## src/pkg/uart_rx_flags_pkg.sv

```systemverilog
// Shared constants and types of the receive status flag block
package uart_rx_flags_pkg;
    // ----------------------------------------
    // Register byte offsets
    // ----------------------------------------
    localparam logic [7:0] ADDR_STATUS = 8'h00;
    localparam logic [7:0] ADDR_RX_PORT = 8'h04;
    localparam logic [7:0] ADDR_CONTROL = 8'h08;
    localparam logic [7:0] ADDR_COUNT = 8'h0c;
    localparam logic [7:0] ADDR_INT_STATUS = 8'h10;
    localparam logic [7:0] ADDR_INT_MASK = 8'h14;
    // ----------------------------------------
    // Field positions and widths
    // ----------------------------------------
    localparam int FLAG_IDLE_BIT = 0;
    localparam int FLAG_FULL_BIT = 1;
    localparam int FLAG_PARITY_BIT = 2;
    localparam int TRIG_LO_BIT = 6;
    localparam int TRIG_HI_BIT = 7;
    localparam int COUNT_FIELD_W = 8;
    localparam int INT_W = 3;
    localparam int DATA_W = 8;
    localparam int WORD_W = 9;
    // ----------------------------------------
    // Reset values
    // ----------------------------------------
    localparam logic [31:0] RDATA_RESET = 32'h0000_0000;
    localparam logic [1:0] TRIG_SEL_RESET = 2'h0;
    localparam logic [2:0] INT_RESET = 3'h0;
    localparam logic FLAG_RESET = 1'b0;
    // ----------------------------------------
    // Receive FIFO
    // ----------------------------------------
    localparam int FIFO_DEPTH = 16;
    localparam int FIFO_PTR_W = 4;
    localparam int FIFO_CNT_W = 5;
    localparam logic [4:0] FIFO_FULL_COUNT = 5'h10;
    localparam logic [4:0] TRIG_COUNT_0 = 5'h01;
    localparam logic [4:0] TRIG_COUNT_1 = 5'h04;
    localparam logic [4:0] TRIG_COUNT_2 = 5'h08;
    localparam logic [4:0] TRIG_COUNT_3 = 5'h0e;
    // ----------------------------------------
    // Idle timeout in bit periods
    // ----------------------------------------
    localparam int FRAME_BITS = 10;
    localparam int IDLE_ETU = FRAME_BITS * 3 / 2;
    localparam logic [3:0] IDLE_LAST = 4'(IDLE_ETU - 1);
    localparam logic [4:0] IDLE_TICKS = 5'(IDLE_ETU);
    // ----------------------------------------
    // Bus slave states
    // ----------------------------------------
    typedef enum logic [1:0] {
        ST_IDLE = 2'b01,
        ST_ACK = 2'b10
    } apb_state_t;
endpackage

```

## src/hw/uart_rx_flags.sv

```systemverilog
// Receive FIFO status flags with APB register access and interrupt
`timescale 1ns/1ps
`default_nettype none
module uart_rx_flags (
    // Clock and reset
    input wire logic core_clk,
    input wire logic rst,
    // Power management
    input wire logic standby,
    // APB slave
    input wire logic psel,
    input wire logic penable,
    input wire logic pwrite,
    input wire logic [7:0] paddr,
    input wire logic [31:0] pwdata,
    output logic [31:0] prdata,
    output logic pready,
    output logic pslverr,
    // Receiver core, same clock
    input wire logic rxWordValid,
    input wire logic [7:0] rxWordData,
    input wire logic rxWordParityErr,
    input wire logic rxStopEnd,
    input wire logic rxBusy,
    input wire logic etuTick,
    // Interrupt
    output logic irq
);
    // ----------------------------------------
    // Declarations
    // ----------------------------------------
    uart_rx_flags_pkg::apb_state_t state;
    logic clrAll;
    logic selStatus;
    logic selPort;
    logic selControl;
    logic selCount;
    logic selIntStatus;
    logic selIntMask;
    logic selNone;
    logic setupHit;
    logic done;
    logic rdDone;
    logic wrDone;
    logic [31:0] readMux;
    logic [1:0] trigSel;
    logic [4:0] threshold;
    logic [8:0] headWord;
    logic [4:0] fifoCount;
    logic fifoFull;
    logic fifoEmpty;
    logic pushNow;
    logic popNow;
    logic [4:0] cntAfter;
    logic parityErrFlag;
    logic rxFifoFullFlag;
    logic rxIdleTimeoutFlag;
    logic armFull;
    logic armIdle;
    logic fullSetEv;
    logic idleSetEv;
    logic timerExpired;
    logic fullClear;
    logic idleClear;
    logic [2:0] intStatus;
    logic [2:0] intMask;
    logic [2:0] intEvent;
    logic [2:0] intClear;
    logic [4:0] tickSince;

    function automatic logic [4:0] trigThreshold(input logic [1:0] sel);
        logic [4:0] t;
        t = uart_rx_flags_pkg::TRIG_COUNT_0;
        case (sel)
            2'h1: t = uart_rx_flags_pkg::TRIG_COUNT_1;
            2'h2: t = uart_rx_flags_pkg::TRIG_COUNT_2;
            2'h3: t = uart_rx_flags_pkg::TRIG_COUNT_3;
            default: t = uart_rx_flags_pkg::TRIG_COUNT_0;
        endcase
        return t;
    endfunction

    // Standby clears like reset but leaves the bus slave, the trigger select and the interrupt status, mask and irq alone
    assign clrAll = rst | standby;
    assign threshold = trigThreshold(trigSel);

    // ----------------------------------------
    // Address decode
    // ----------------------------------------
    always_comb begin
        selStatus = 1'b0;
        selPort = 1'b0;
        selControl = 1'b0;
        selCount = 1'b0;
        selIntStatus = 1'b0;
        selIntMask = 1'b0;
        selNone = 1'b0;
        if (paddr == uart_rx_flags_pkg::ADDR_STATUS) begin
            selStatus = 1'b1;
        end else if (paddr == uart_rx_flags_pkg::ADDR_RX_PORT) begin
            selPort = 1'b1;
        end else if (paddr == uart_rx_flags_pkg::ADDR_CONTROL) begin
            selControl = 1'b1;
        end else if (paddr == uart_rx_flags_pkg::ADDR_COUNT) begin
            selCount = 1'b1;
        end else if (paddr == uart_rx_flags_pkg::ADDR_INT_STATUS) begin
            selIntStatus = 1'b1;
        end else if (paddr == uart_rx_flags_pkg::ADDR_INT_MASK) begin
            selIntMask = 1'b1;
        end else begin
            selNone = 1'b1;
        end
    end

    // ----------------------------------------
    // APB slave: one wait state, effects at completion
    // ----------------------------------------
    assign setupHit = psel & penable & (state == uart_rx_flags_pkg::ST_IDLE);
    assign done = psel & penable & pready;
    assign rdDone = done & ~pwrite & ~pslverr;
    assign wrDone = done & pwrite & ~pslverr;

    always_comb begin
        readMux = uart_rx_flags_pkg::RDATA_RESET;
        if (selStatus) begin
            readMux[uart_rx_flags_pkg::FLAG_PARITY_BIT] = parityErrFlag;
            readMux[uart_rx_flags_pkg::FLAG_FULL_BIT] = rxFifoFullFlag;
            readMux[uart_rx_flags_pkg::FLAG_IDLE_BIT] = rxIdleTimeoutFlag;
        end else if (selPort) begin
            readMux[7:0] = headWord[7:0];
        end else if (selControl) begin
            readMux[uart_rx_flags_pkg::TRIG_HI_BIT] = trigSel[1];
            readMux[uart_rx_flags_pkg::TRIG_LO_BIT] = trigSel[0];
        end else if (selCount) begin
            readMux[7:0] = {3'h0, fifoCount};
        end else if (selIntStatus) begin
            readMux[2:0] = intStatus;
        end else if (selIntMask) begin
            readMux[2:0] = intMask;
        end
    end

    always_ff @(posedge core_clk) begin
        if (rst) begin
            state <= uart_rx_flags_pkg::ST_IDLE;
            pready <= 1'b0;
            pslverr <= 1'b0;
            prdata <= uart_rx_flags_pkg::RDATA_RESET;
        end else begin
            case (state)
                uart_rx_flags_pkg::ST_IDLE: begin
                    if (setupHit) begin
                        state <= uart_rx_flags_pkg::ST_ACK;
                        pready <= 1'b1;
                        pslverr <= selNone;
                        prdata <= readMux;
                    end
                end
                uart_rx_flags_pkg::ST_ACK: begin
                    state <= uart_rx_flags_pkg::ST_IDLE;
                    pready <= 1'b0;
                    pslverr <= 1'b0;
                end
                default: begin
                    state <= uart_rx_flags_pkg::ST_IDLE;
                    pready <= 1'b0;
                    pslverr <= 1'b0;
                end
            endcase
        end
    end

    always_ff @(posedge core_clk) begin
        if (rst) begin
            trigSel <= uart_rx_flags_pkg::TRIG_SEL_RESET;
        end else if (wrDone && selControl) begin
            trigSel[1] <= pwdata[uart_rx_flags_pkg::TRIG_HI_BIT];
            trigSel[0] <= pwdata[uart_rx_flags_pkg::TRIG_LO_BIT];
        end
    end

    // ----------------------------------------
    // Receive FIFO and idle timer
    // ----------------------------------------
    assign pushNow = rxWordValid & ~fifoFull;
    assign popNow = rdDone & selPort & ~fifoEmpty;
    assign cntAfter = fifoCount + 5'(pushNow) - 5'(popNow);

    rx_fifo fifo (
        .core_clk(core_clk),
        .rst(clrAll),
        .pushValid(rxWordValid),
        .pushData({rxWordParityErr, rxWordData}),
        .popReq(popNow),
        .headData(headWord),
        .count(fifoCount),
        .full(fifoFull),
        .empty(fifoEmpty)
    );

    idle_timer timer (
        .core_clk(core_clk),
        .rst(clrAll),
        .restart(rxStopEnd),
        .hold(rxBusy),
        .tick(etuTick),
        .expired(timerExpired)
    );

    // ----------------------------------------
    // Status flags
    // ----------------------------------------
    assign fullSetEv = pushNow & (cntAfter > threshold);
    assign idleSetEv = timerExpired & (cntAfter != 5'h00)
        & (cntAfter < threshold);
    // A zero clears only after the flag was seen set
    assign fullClear = wrDone & selStatus & armFull
        & ~pwdata[uart_rx_flags_pkg::FLAG_FULL_BIT];
    assign idleClear = wrDone & selStatus & armIdle
        & ~pwdata[uart_rx_flags_pkg::FLAG_IDLE_BIT];

    always_ff @(posedge core_clk) begin
        if (clrAll) begin
            parityErrFlag <= uart_rx_flags_pkg::FLAG_RESET;
        end else if (popNow) begin
            parityErrFlag <= headWord[8];
        end
    end

    always_ff @(posedge core_clk) begin
        if (clrAll) begin
            rxFifoFullFlag <= uart_rx_flags_pkg::FLAG_RESET;
        end else if (fullSetEv) begin
            rxFifoFullFlag <= 1'b1;
        end else if (fullClear) begin
            rxFifoFullFlag <= 1'b0;
        end
    end

    always_ff @(posedge core_clk) begin
        if (clrAll) begin
            rxIdleTimeoutFlag <= uart_rx_flags_pkg::FLAG_RESET;
        end else if (idleSetEv) begin
            rxIdleTimeoutFlag <= 1'b1;
        end else if (idleClear || rxBusy) begin
            rxIdleTimeoutFlag <= 1'b0;
        end
    end

    always_ff @(posedge core_clk) begin
        if (clrAll) begin
            armFull <= 1'b0;
            armIdle <= 1'b0;
        end else if (rdDone && selStatus) begin
            armFull <= rxFifoFullFlag;
            armIdle <= rxIdleTimeoutFlag;
        end else if (wrDone && selStatus) begin
            armFull <= 1'b0;
            armIdle <= 1'b0;
        end
    end

    // ----------------------------------------
    // Interrupt status and mask
    // ----------------------------------------
    assign intEvent = {popNow & headWord[8], fullSetEv, idleSetEv};
    assign intClear = (wrDone && selIntStatus) ? pwdata[2:0] : 3'h0;

    always_ff @(posedge core_clk) begin
        if (rst) begin
            intStatus <= uart_rx_flags_pkg::INT_RESET;
        end else begin
            // New events win over a simultaneous clear
            intStatus <= (intStatus & ~intClear) | intEvent;
        end
    end

    always_ff @(posedge core_clk) begin
        if (rst) begin
            intMask <= uart_rx_flags_pkg::INT_RESET;
        end else if (wrDone && selIntMask) begin
            intMask <= pwdata[2:0];
        end
    end

    always_ff @(posedge core_clk) begin
        if (rst) begin
            irq <= 1'b0;
        end else begin
            irq <= |(((intStatus & ~intClear) | intEvent) & intMask);
        end
    end

    // Bit periods since the last stop bit, saturating
    always_ff @(posedge core_clk) begin
        if (rst || rxStopEnd) begin
            tickSince <= 5'h00;
        end else if (etuTick && tickSince != 5'h1f) begin
            tickSince <= tickSince + 5'h01;
        end
    end
endmodule
`default_nettype wire

```

## src/hw/rx_fifo.sv

```systemverilog
// Sixteen-word receive FIFO held in flip-flops
`timescale 1ns/1ps
`default_nettype none
module rx_fifo (
    // Clock and clear
    input wire logic core_clk,
    input wire logic rst,
    // Fill side
    input wire logic pushValid,
    input wire logic [8:0] pushData,
    // Drain side
    input wire logic popReq,
    output logic [8:0] headData,
    // Fill state
    output logic [4:0] count,
    output logic full,
    output logic empty
);
    logic [8:0] mem [uart_rx_flags_pkg::FIFO_DEPTH];
    logic [3:0] wrPtr;
    logic [3:0] rdPtr;
    logic pushOk;
    logic popOk;

    assign full = (count == uart_rx_flags_pkg::FIFO_FULL_COUNT);
    assign empty = (count == 5'h00);
    // Words arriving while full are dropped
    assign pushOk = pushValid & ~full;
    assign popOk = popReq & ~empty;
    // An empty read shows a stale word
    assign headData = mem[rdPtr];

    always_ff @(posedge core_clk) begin
        if (pushOk) begin
            mem[wrPtr] <= pushData;
        end
    end

    always_ff @(posedge core_clk) begin
        if (rst) begin
            wrPtr <= 4'h0;
            rdPtr <= 4'h0;
            count <= 5'h00;
        end else begin
            wrPtr <= wrPtr + 4'(pushOk);
            rdPtr <= rdPtr + 4'(popOk);
            count <= count + 5'(pushOk) - 5'(popOk);
        end
    end
endmodule
`default_nettype wire

```

## src/hw/idle_timer.sv

```systemverilog
// Bit-period timer that fires after the idle gap following a stop bit
`timescale 1ns/1ps
`default_nettype none
module idle_timer (
    // Clock and clear
    input wire logic core_clk,
    input wire logic rst,
    // Timing events
    input wire logic restart,
    input wire logic hold,
    input wire logic tick,
    // Result
    output logic expired
);
    logic running;
    logic [3:0] cnt;

    always_ff @(posedge core_clk) begin
        if (rst) begin
            running <= 1'b0;
            cnt <= 4'h0;
            expired <= 1'b0;
        end else begin
            expired <= 1'b0;
            if (restart) begin
                running <= 1'b1;
                cnt <= 4'h0;
            end else if (hold) begin
                // A new frame cancels the pending gap
                running <= 1'b0;
            end else if (running && tick) begin
                if (cnt == uart_rx_flags_pkg::IDLE_LAST) begin
                    running <= 1'b0;
                    expired <= 1'b1;
                end else begin
                    cnt <= cnt + 4'h1;
                end
            end
        end
    end
endmodule
`default_nettype wire

```

## config.mk

```make
export PLATFORM = sky130hd
export DESIGN_NAME = uart_rx_flags
export DESIGN_NICKNAME = d
export VERILOG_FILES = /design/src/pkg/uart_rx_flags_pkg.sv /design/src/hw/uart_rx_flags.sv /design/src/hw/rx_fifo.sv /design/src/hw/idle_timer.sv
export SDC_FILE = /design/constraint.sdc
export NUM_CORES = 1
export LEC_CHECK = 0
export BUFFER_PORTS_ARGS = -buffer_cell sky130_fd_sc_hd__buf_4
export CORE_MARGIN = 2
export CORE_UTILIZATION = 63
export CTS_CLUSTER_SIZE = 14
export DETAILED_ROUTE_END_ITERATION = 16
export PLACE_DENSITY = 0.9
export REMOVE_ABC_BUFFERS = 1
export SETUP_SLACK_MARGIN = 0.3
export SLEW_MARGIN = 20
export SYNTH_ARGS = -nofsm -noshare
export SYNTH_HDL_FRONTEND = slang
export SYNTH_SLANG_ARGS = --single-unit
```

## constraint.sdc

```tcl
create_clock -name core_clk -period 8.1 [get_ports core_clk]
set_input_delay 0.405 -clock core_clk [delete_from_list [all_inputs] [get_ports core_clk]]
set_output_delay 0.405 -clock core_clk [all_outputs]
set_load 0.01 [all_outputs]
```

; After elaboration in Yosys (flattened, before gate mapping)
; Memory sizes are Yosys's and may differ from the RTL's. A register that Yosys moved wholly into a read port is not among the register bits.
; Index checks and enable logic that the tools add are counted.
[word_totals]
ff_bits = 45
latchBits = 0
ram_bits = 144
romBits = 0
input_bits = 59
elab_cells = 149
mem_count = 1
[classes]
add_sub_neg = 6
mul = 0
div = 0
order_cmp = 2
n_eq_ne = 11
n_shift = 0
n_mux = 53
bitwise_logic = 35
reduce_logical = 22
[mem_list]
columns = memory, depth, word_bits, read_ports, rd_clocked_by_memory_dff, wr, line_no
row1 = fifo.mem, 16, 9, 1, 1, 1, rx_fifo.sv:19  ; logic [8:0] mem [uart_rx_flags_pkg::FIFO_DEPTH];
[ops]
columns = op, n
row1 = 1-bit two-way mux, 41
row2 = 1-bit bitwise AND, 20
row3 = "8-bit by 4-bit equality test with 1-bit output, second input constant", 2
row4 = "8-bit by 5-bit equality test with 1-bit output, second input constant", 2
row5 = 3-bit two-way mux, 5
row6 = 4-bit one-hot mux with 3 select lines, 1
row7 = 5-bit two-way mux, 2
row8 = 1-bit NOT, 10
row9 = 5-bit by 1-bit subtractor with 5-bit output, 2
row10 = 4-bit by 1-bit adder with 4-bit output, 2
row11 = "8-bit by 3-bit equality test with 1-bit output, second input constant", 1
row12 = 8-bit zero test, 1
row13 = 8-bit two-way mux, 1
row14 = 3-bit bitwise AND, 2
row15 = 1-bit logical AND, 6
row16 = 2-bit nonzero test, 3
row17 = 3-bit nonzero test, 2
row18 = 5-bit by 1-bit adder with 5-bit output, 1
row19 = "5-bit equality test, second input constant", 1
row20 = 5-bit greater-than comparator, 1
row21 = 5-bit zero test, 1
row22 = 5-bit < comparator, 1
row23 = 5-bit nonzero test, 1
row24 = "4-bit by 1-bit adder with 4-bit output, second input constant", 1
row25 = other kinds (14), 19

; Depth between registers and ports, before layout
; Gate-level depths: netlist of run 1.
[logic_depth]
depth_word = 13
depth_mapped = 17

; By module
; Synthesis of run 1 repeated with hierarchy kept, for this count alone.
[unflattened]
hier_cells = 609
hier_area_um2 = 8525.7
[by_module_without_submodules]
columns = mod, instances, cells_per_inst, area_per_inst_um2, seq_area_each_um2
row1 = rx_fifo, 1, 350, 6394.9, 4584.4
row2 = uart_rx_flags, 1, 227, 1839.3, 500.5
row3 = idle_timer, 1, 32, 291.5, 120.1

; Worst setup path before layout of run 1
; No wires, ideal clock.
[synth_timing]
kind = register -> register
from = reg fifo.count[1]
to = reg irq
setup_time_ps = 95
arrival_ps = 3186
t_required_ps = 8005
setup_slack_ps = 4819
path_stages_with_launch = 17
path_buffers = 1
synth_period_minus_slack_ps = 3281
cell_sequence = dfxtp_1 buf_2 nor4_1 nand2_1 nand2_1 inv_1 ha_1 inv_1 ha_1 ha_1 inv_1 ha_1 nor2b_1 o21a_1 o21a_1 o41a_1 o311ai_1
[synth_between]
elab_chain_len = 11
elab_cells_between_ends = 18
cone_classes = 2 x add/sub / 2 x order compare / 1 x eq/ne / 10 x bitwise / 3 x reduce/logical
[synth_lines]
columns = item, line_no
row1 = from (decl), rx_fifo.sv:15  ; output logic [4:0] count,
row2 = from (signal assigned), rx_fifo.sv:47  ; count <= count + 5'(pushOk) - 5'(popOk);
row3 = "parallel branches: the longest is 8 deep, another holds 5-bit by 1-bit adder with 5-bit output", --
row4 = 3-bit bitwise OR *, uart_rx_flags.sv:290  ; irq <= |(((intStatus & ~intClear) | intEvent) & intMask);
row5 = 3-bit bitwise AND *, uart_rx_flags.sv:290
row6 = 3-bit OR reduction *, uart_rx_flags.sv:290
row7 = to (signal assigned), uart_rx_flags.sv:290
row8 = to (decl), uart_rx_flags.sv:27  ; output logic irq
; Every way passes the cells marked *.
; A chain may end at the register's enable or synchronous reset.

; Final worst setup path of run 1
[layout_timing]
from = reg fifo.count[2]
to = reg irq
; Same word-level chain as after synthesis.

==> results.py, run 1 <==
metrics = {
    "layout": {
        "most_used_cells_in_the_layout_excluding_fill_and_tap_cells": "sky130_fd_sc_hd__edfxtp_1, sky130_fd_sc_hd__buf_4, sky130_fd_sc_hd__nor2_1, sky130_fd_sc_hd__dfxtp_1, sky130_fd_sc_hd__nand2_1",
        "finalCoreUtilization_pct": 71.5,
        "final_layout_size_suffix_gt1_share_pct": 20.1,
        "final_net_count": 680,
        "layout_commonest_cell": "sky130_fd_sc_hd__edfxtp_1",
        "n_antenna_cell": 0,
        "finalNonFillerCells": 790,
        "flow.area_growth_from_synthesis_pct": 11.0,
    },
    "critical_path": {
        "timing.critical_path.cells": "nor4_1, nand2_1, nand2_1, inv_1, ha_1, inv_1, ha_1, ha_1, inv_1, ha_1, nor2b_1, o21a_1, o21a_1, o41a_1, o311ai_1",
        "worst_path_most_repeated_cell": "sky130_fd_sc_hd__ha_1",
        "critPathTopFamily": "adder cells",
        "crit_path_start_kind": "register",
        "slowest_library_cell_on_the_worst_path": "sky130_fd_sc_hd__dfxtp_1",
        "end_kind": "register",
        "critical_path_required_ns": 8.44,
        "path_buf_inv": 3,
        "path_class": "reg2reg",
        "critPathMaxStageDelay_ns": 0.41,
        "worst_ep_arrival_time_ns": 3.99,
        "timing.critical_path.fanout_max": 9,
    },
    "min_path": {
        "holdCritPathClass": "in2reg",
    },
    "power_and_ir_drop": {
        "p_leak_nw": 3.06,
        "netSwitchingFraction_pct": 20.9,
        "cellInternalPower_mw": 1.48,
        "p_sw_mw": 0.392,
        "power_frac_seq_pct": 55.7,
        "p_comb_share_pct": 3.7,
        "pwr_density_cell_mw_per_mm2": 208,
        "worst_ir_drop_vdd_mv": 0.190,
        "clkPwrFrac_pct": 40.6,
    },
    "drt": {
        "detail_route.wirelength_mm": 17.8,
        "initialDrtViolationCount": 630,
        "drtAntennaViolNets": 0,
        "wl_per_cell_um": 22.5,
        "drt_first_pass_iters": 5,
        "avgViaCountPerCell": 6.19,
        "vias": 4887,
        "detail_route.drc_violations": 0,
    },
    "place": {
        "dp_hpwl_mm": 11.2,
        "place.gp.congestion": 0.866,
        "place.port_buffers": 42,
        "place_inst": 758,
        "worst_slack_after_detailed_placement_ns": 4.35,
    },
    "timing": {
        "holdWs_ns": 0.143,
        "setup-violations-final": 0,
        "timing.final.max_slew_violations": 0,
        "timing.setup.tns_ns": 0,
        "final.period_utilization_pct": 45.1,
        "hold_viol": 0,
        "layout_setup_ws_ns": 4.45,
        "setup_repair_after_global_routing_missed_its_margin": "false",
        "timing.final.crit_period_ns": 3.65,
        "f_max_ghz": 0.274,
        "maxSlewHeadroom_pct": 22.3,
        "worst_pin_slew_ns": 1.16,
        "worst_clock_skew_ns": 0.0169,
    },
    "global_routing": {
        "overflow": 0,
        "initial_antenna_violation_count": 0,
        "vias_in_the_first_global_route": 4921,
        "grt_start_max_net_pins": 44,
        "grt_usage_pct": 26.8,
        "first_pass_grt_wire_length_mm": 27.4,
    },
    "clock_network": {
        "max-clock-path-buffers": 2,
        "clk-insertion-delay-late_ns": 0.44,
        "clock-sinks": 188,
        "cts_tree": "yes",
        "cts_hold_buf": 0,
        "clk_pin_slew_ns": 0.07,
        "post_cts_resized": 0,
        "clk_root_buffer_cell": "sky130_fd_sc_hd__clkbuf_16",
        "cts_made_buffers": 17,
        "cts_post_setup_buffers_inserted": 0,
        "h_tree_level_count": 4,
    },
    "synth": {
        "yosys.area.top_type": "sky130_fd_sc_hd__edfxtp_1",
        "synth_seq_cells": 188,
        "netlist-cell-type-count": 54,
        "yosys_warnings": 0,
        "top_area_cell_type_share_of_the_netlist_area_pct": 53.2,
        "synthesis.area_mm2": 0.00813,
        "post_synth_inst_count": 564,
        "synth.yosys.seq_area_share_pct": 64.0,
        "synth_area_per_cell_um2": 14.4,
        "post_synth_main_area_contributors": "sky130_fd_sc_hd__edfxtp_1, sky130_fd_sc_hd__dfxtp_1, sky130_fd_sc_hd__mux4_2",
    },
    "floorplanning": {
        "rows": 41,
        "coreArea_mm2": 0.0126,
        "starting_utilization_of_the_core_area_pct": 64.4,
        "y_dimension_of_the_die_um": 118,
        "die_area_mm2": 0.0138,
        "horizontal_die_dimension_um": 118,
        "io_pins": 94,
    },
    "flow_run": {
        "max_cap_violations": 0,
    },
    "outcome": {
        "status": "finished clean",
    },
}
registers in the layout, summed over array words and instances (netlist names), 2 cells and up:
register,cells
fifo.rdPtr,4
prdata,8
intMask,3
fifo.wrPtr,4
trigSel,2
fifo.mem,144
timer.cnt,4
intStatus,3
fifo.count,5
cells by family (layout without fill, tap and decap cells):
| logic type | Yosys count | in the layout | share of synthesized area, % |
|---|---|---|---|
| flip-flops | 188 | 188 | 64.0 |
| AND/OR/NAND/NOR | 145 | 145 | 8.80 |
| AO/OA/AOI/OAI | 72 | 72 | 6.05 |
| buffers and inverters | 67 | 98 | 4.74 |
| multiplexers | 59 | 59 | 12.2 |
| adder cells (fa/ha/maj) | 16 | 16 | 2.46 |
| XOR/XNOR | 16 | 16 | 1.72 |
| other | 1 | 24 | 0.0461 |
through the flow:
stage               power [mW]  cell area, µm²
CTS                       1.88            9010
global route              1.92            9020
detailed placement        1.13            8480
global placement          1.13            8480
finish                    1.88            9020
floorplan                 1.10            7900
layer usage:
| layer | track usage, % | vias up | wire length [µm] |
|---|---|---|---|
| li1 | - | 2176 | - |
| met1 | 33.0 | 2396 | 6770 |
| met2 | 46.0 | 282 | 9300 |
| met3 | 7.03 | 33 | 1390 |
| met4 | 9.19 | 0 | 318 |
| met5 | 0 | - | 0 |
power groups by stage:
stage,clock [mW],combinational [mW],sequential (mW)
after floorplan,0,0.0312,1.07
after global placement,0,0.0634,1.07
after detailed placement,0,0.0670,1.07
after CTS,0.761,0.0681,1.05
after global routing,0.797,0.0757,1.05
final,0.761,0.0691,1.05
cells in the mapped netlist, drive strengths merged:
cell and n:
conb 1, a221oi 12, clkbuf 13, nor2 49
edfxtp 144, o21a 4, o211ai 3, nand4 3
nor4b 2, a211oi 1, and3 2, xnor2 10
nor4 2, a21o 2, nand3 12, a21boi 1
nand3b 1, a41o 1, nand2b 4, a21oi 17
nor3 10, ha 16, and2 6, a21bo 1
o41ai 3, or3 2, or2 5, o211a 1
o311ai 1, o41a 1, nor3b 1, a31oi 4
nand4b 2, nand2 35, mux2i 27, o21ai 17
nor2b 5, a22oi 3, mux4 32, or4 4
dfxtp 44, inv 18, buf 36, xor2 6
area by class of cell:
| type | instances | area [µm²] |
|---|---|---|
| well taps | 172 | 215 |
| repair buffers | 48 | 360 |
| clock inverters | 14 | 104 |
| inverters | 18 | 67.6 |
| multi-input cells | 332 | 2640 |
| fillers | 761 | 3600 |
| flip-flops and latches | 188 | 5210 |
| clock buffers | 18 | 429 |
path summary, 6_finish.rpt:
check / cells past startpoint / slack (ns) / startpoint / to
hold / removal: 2 / 0.14 / rxBusy / timer.expired$_SDFF_PP0_
hold reg to reg: 2 / 0.46 / prdata[7]$_SDFFE_PP0P_ / prdata[7]$_SDFFE_PP0P_
setup / recovery: 15 / 4.45 / fifo.count[2]$_SDFF_PP0_ / irq$_SDFF_PP0_
setup reg to reg: 15 / 4.45 / fifo.count[2]$_SDFF_PP0_ / irq$_SDFF_PP0_
Note: power is estimated with default switching activity, not from simulation.
==> inputs of run 2 (changes only) <==
--- a/config.mk
+++ b/config.mk
@@ -7,10 +7,10 @@
 export LEC_CHECK = 0
 export BUFFER_PORTS_ARGS = -buffer_cell sky130_fd_sc_hd__buf_4
 export CORE_MARGIN = 2
-export CORE_UTILIZATION = 63
+export CORE_UTILIZATION = 58
 export CTS_CLUSTER_SIZE = 14
 export DETAILED_ROUTE_END_ITERATION = 16
-export PLACE_DENSITY = 0.9
+export PLACE_DENSITY = 0.84
 export REMOVE_ABC_BUFFERS = 1
 export SETUP_SLACK_MARGIN = 0.3
 export SLEW_MARGIN = 20
==> constraint.sdc (replaced) <==
create_clock -name core_clk -period 3.6 [get_ports core_clk]
set_input_delay 0.18 -clock core_clk [delete_from_list [all_inputs] [get_ports core_clk]]
set_output_delay 0.18 -clock core_clk [all_outputs]
set_load 0.01 [all_outputs]
==> run 2 against run 1 <==
  * Clock power up 150%
  * Maximum frequency grew 13%
  * Global-route usage fell by 1.9 points
==> results.py, run 2 (same netlist as run 1, synthesis figures left out) <==
metrics = {
    "floorplanning": {
        "starting_utilization_of_the_core_area_pct": 59.0,
        "coreArea_mm2": 0.0138,
        "horizontal_die_dimension_um": 122,
        "io_pins": 94,
        "y_dimension_of_the_die_um": 122,
        "rows": 43,
        "die_area_mm2": 0.0150,
    },
    "layout": {
        "finalNonFillerCells": 822,
        "final_net_count": 704,
        "layout_commonest_cell": "sky130_fd_sc_hd__edfxtp_1",
        "regArea_mm2": 0.00522,
        "flow.area_growth_from_synthesis_pct": 15.6,
        "most_used_cells_in_the_layout_excluding_fill_and_tap_cells": "sky130_fd_sc_hd__edfxtp_1, sky130_fd_sc_hd__buf_4, sky130_fd_sc_hd__nor2_1",
        "layout_top_registers": "fifo.mem (144), prdata (8), fifo.count (5)",
        "regMostFlops": "fifo.mem",
        "finalCoreUtilization_pct": 68.3,
        "final_area_mm2": 0.00940,
        "multi_input_combinational_cell_area_mm2": 0.00273,
        "fillers": 872,
        "largest_register_ff_count": 144,
        "final_layout_size_suffix_gt1_share_pct": 24.8,
        "n_antenna_cell": 0,
    },
    "timing": {
        "timing.final.crit_period_ns": 3.22,
        "setup-violations-final": 0,
        "setup_repair_after_global_routing_missed_its_margin": "false",
        "hold_viol": 0,
        "timing.final.max_slew_violations": 0,
        "worst_clock_skew_ns": 0.0122,
        "timing.setup.tns_ns": 0,
        "f_max_ghz": 0.311,
        "layout_setup_ws_ns": 0.382,
        "final.period_utilization_pct": 89.4,
        "holdWs_ns": 0.0332,
        "worst_pin_slew_ns": 1.15,
        "maxSlewHeadroom_pct": 23.0,
    },
    "power_and_ir_drop": {
        "overall_power_consumption_mw": 4.40,
        "pwr_density_cell_mw_per_mm2": 468,
        "p_leak_nw": 3.23,
        "worst_ir_drop_vdd_mv": 0.650,
    },
    "critical_path": {
        "worst_r2r_endpoint": "irq$_SDFF_PP0_",
        "end_kind": "register",
        "crit-reg2reg-launch": "fifo.count[0]$_SDFF_PP0_",
        "crit_start": "fifo.count[0]$_SDFF_PP0_",
        "worst_path_most_repeated_cell": "sky130_fd_sc_hd__ha_4",
        "crit_path_start_kind": "register",
        "ff2ff_setup_slack_ns": 0.38,
        "critPathMaxStageDelay_ns": 0.40,
        "slowest_library_cell_on_the_worst_path": "sky130_fd_sc_hd__o41a_1",
        "critical_path_required_ns": 3.93,
        "timing.critical_path.cells": "nor4_4, nand2_1, nand2_2, inv_4, ha_4, inv_4, ha_4, ha_4, inv_1, ha_4, nor2b_1, o21a_1, o21a_1, o41a_1, o311ai_2",
        "cp-endpoint": "irq$_SDFF_PP0_",
        "ff_to_ff_path_depth": 15,
        "path_class": "reg2reg",
        "timing.critical_path.fanout_max": 5,
        "worst_ep_arrival_time_ns": 3.55,
    },
    "place": {
        "worst_slack_after_detailed_placement_ns": 0.0639,
        "place.port_buffers": 42,
        "place_inst": 779,
        "dp_hpwl_mm": 11.5,
        "place.gp.congestion": 0.850,
        "placed_cell_area_mm2": 0.00860,
    },
    "clock_network": {
        "cts_tree": "yes",
        "clk_root_buffer_cell": "sky130_fd_sc_hd__clkbuf_16",
        "clk-insertion-delay-late_ns": 0.43,
        "clk_pin_slew_ns": 0.07,
        "clock-sinks": 188,
        "max-clock-path-buffers": 2,
        "h_tree_level_count": 4,
        "cts_made_buffers": 17,
    },
    "min_path": {
        "holdCritPathClass": "in2reg",
        "min_path_cells": 3,
    },
    "global_routing": {
        "grt_usage_pct": 24.8,
        "grt_start_max_net_pins": 32,
        "first_pass_grt_wire_length_mm": 26.5,
        "overflow": 0,
        "vias_in_the_first_global_route": 4795,
        "initial_antenna_violation_count": 0,
    },
    "drt": {
        "drtAntennaViolNets": 0,
        "detail_route.wirelength_mm": 18.0,
        "wl_per_cell_um": 21.9,
        "avgViaCountPerCell": 6.11,
        "detail_route.drc_violations": 0,
        "initialDrtViolationCount": 582,
        "vias": 5019,
        "drt_first_pass_iters": 5,
    },
    "flow_run": {
        "max_cap_violations": 0,
    },
    "outcome": {
        "status": "finished clean",
    },
}
-- run 2: area by class of cell --
| class | instances | area share (%) |
|---|---|---|
| well taps | 180 | 2.40 |
| inverters | 18 | 0.772 |
| multi-input cells | 332 | 29.0 |
| clock buffers | 17 | 4.52 |
| flip-flops and latches | 188 | 55.5 |
| repair buffers | 72 | 5.99 |
| clock inverters | 15 | 1.81 |
-- run 2: report_power, final --
part | switching, mW | total, mW | internal, mW
clock network | 0.783 | 1.87 | 1.09
logic | 0.106 | 0.177 | 0.0711
registers | 0.00658 | 2.35 | 2.35
total | 0.896 | 4.40 | 3.51
-- run 2: per-layer routing --
layer / vias to the layer above / wire length, µm / GRT usage, %
met2: 297 / 9100 / 41.0
met4: 0 / 580 / 11.9
met5: - / 0 / 0
met3: 46 / 1550 / 6.23
met1: 2452 / 6780 / 30.8
li1: 2224 / - / -
-- run 2: repair_timing --
action,CTS,global route
endpoints found under the setup margin,5,4
pin swaps,4,12
gates resized for setup,8,16
hold buffers,4,0
hold endpoints to repair,4,0
buffers inserted,1,6
-- run 2: critical path: cells and delay by family, from the launching register on --
kind	cells	cell delay, ns
AO/OA/AOI/OAI	4	1.03
adder cells (fa/ha/maj)	4	0.93
buffers and inverters	3	0.16
flip-flops	1	0.36
AND/OR/NAND/NOR	4	0.63
-- run 2: how the worst min path moves through the flow --
stage               slack, ns                       end      start
finish                   0.03   intMask[1]$_SDFFE_PP0P_  pwdata[1]
global route             0.02   intMask[2]$_SDFFE_PP0P_  pwdata[2]
CTS                     0.009   intMask[1]$_SDFFE_PP0P_  pwdata[1]
detailed placement       0.38  timer.expired$_SDFF_PP0_     rxBusy
global placement         0.37  timer.expired$_SDFF_PP0_     rxBusy
floorplan                0.25   intMask[0]$_SDFFE_PP0P_        rst
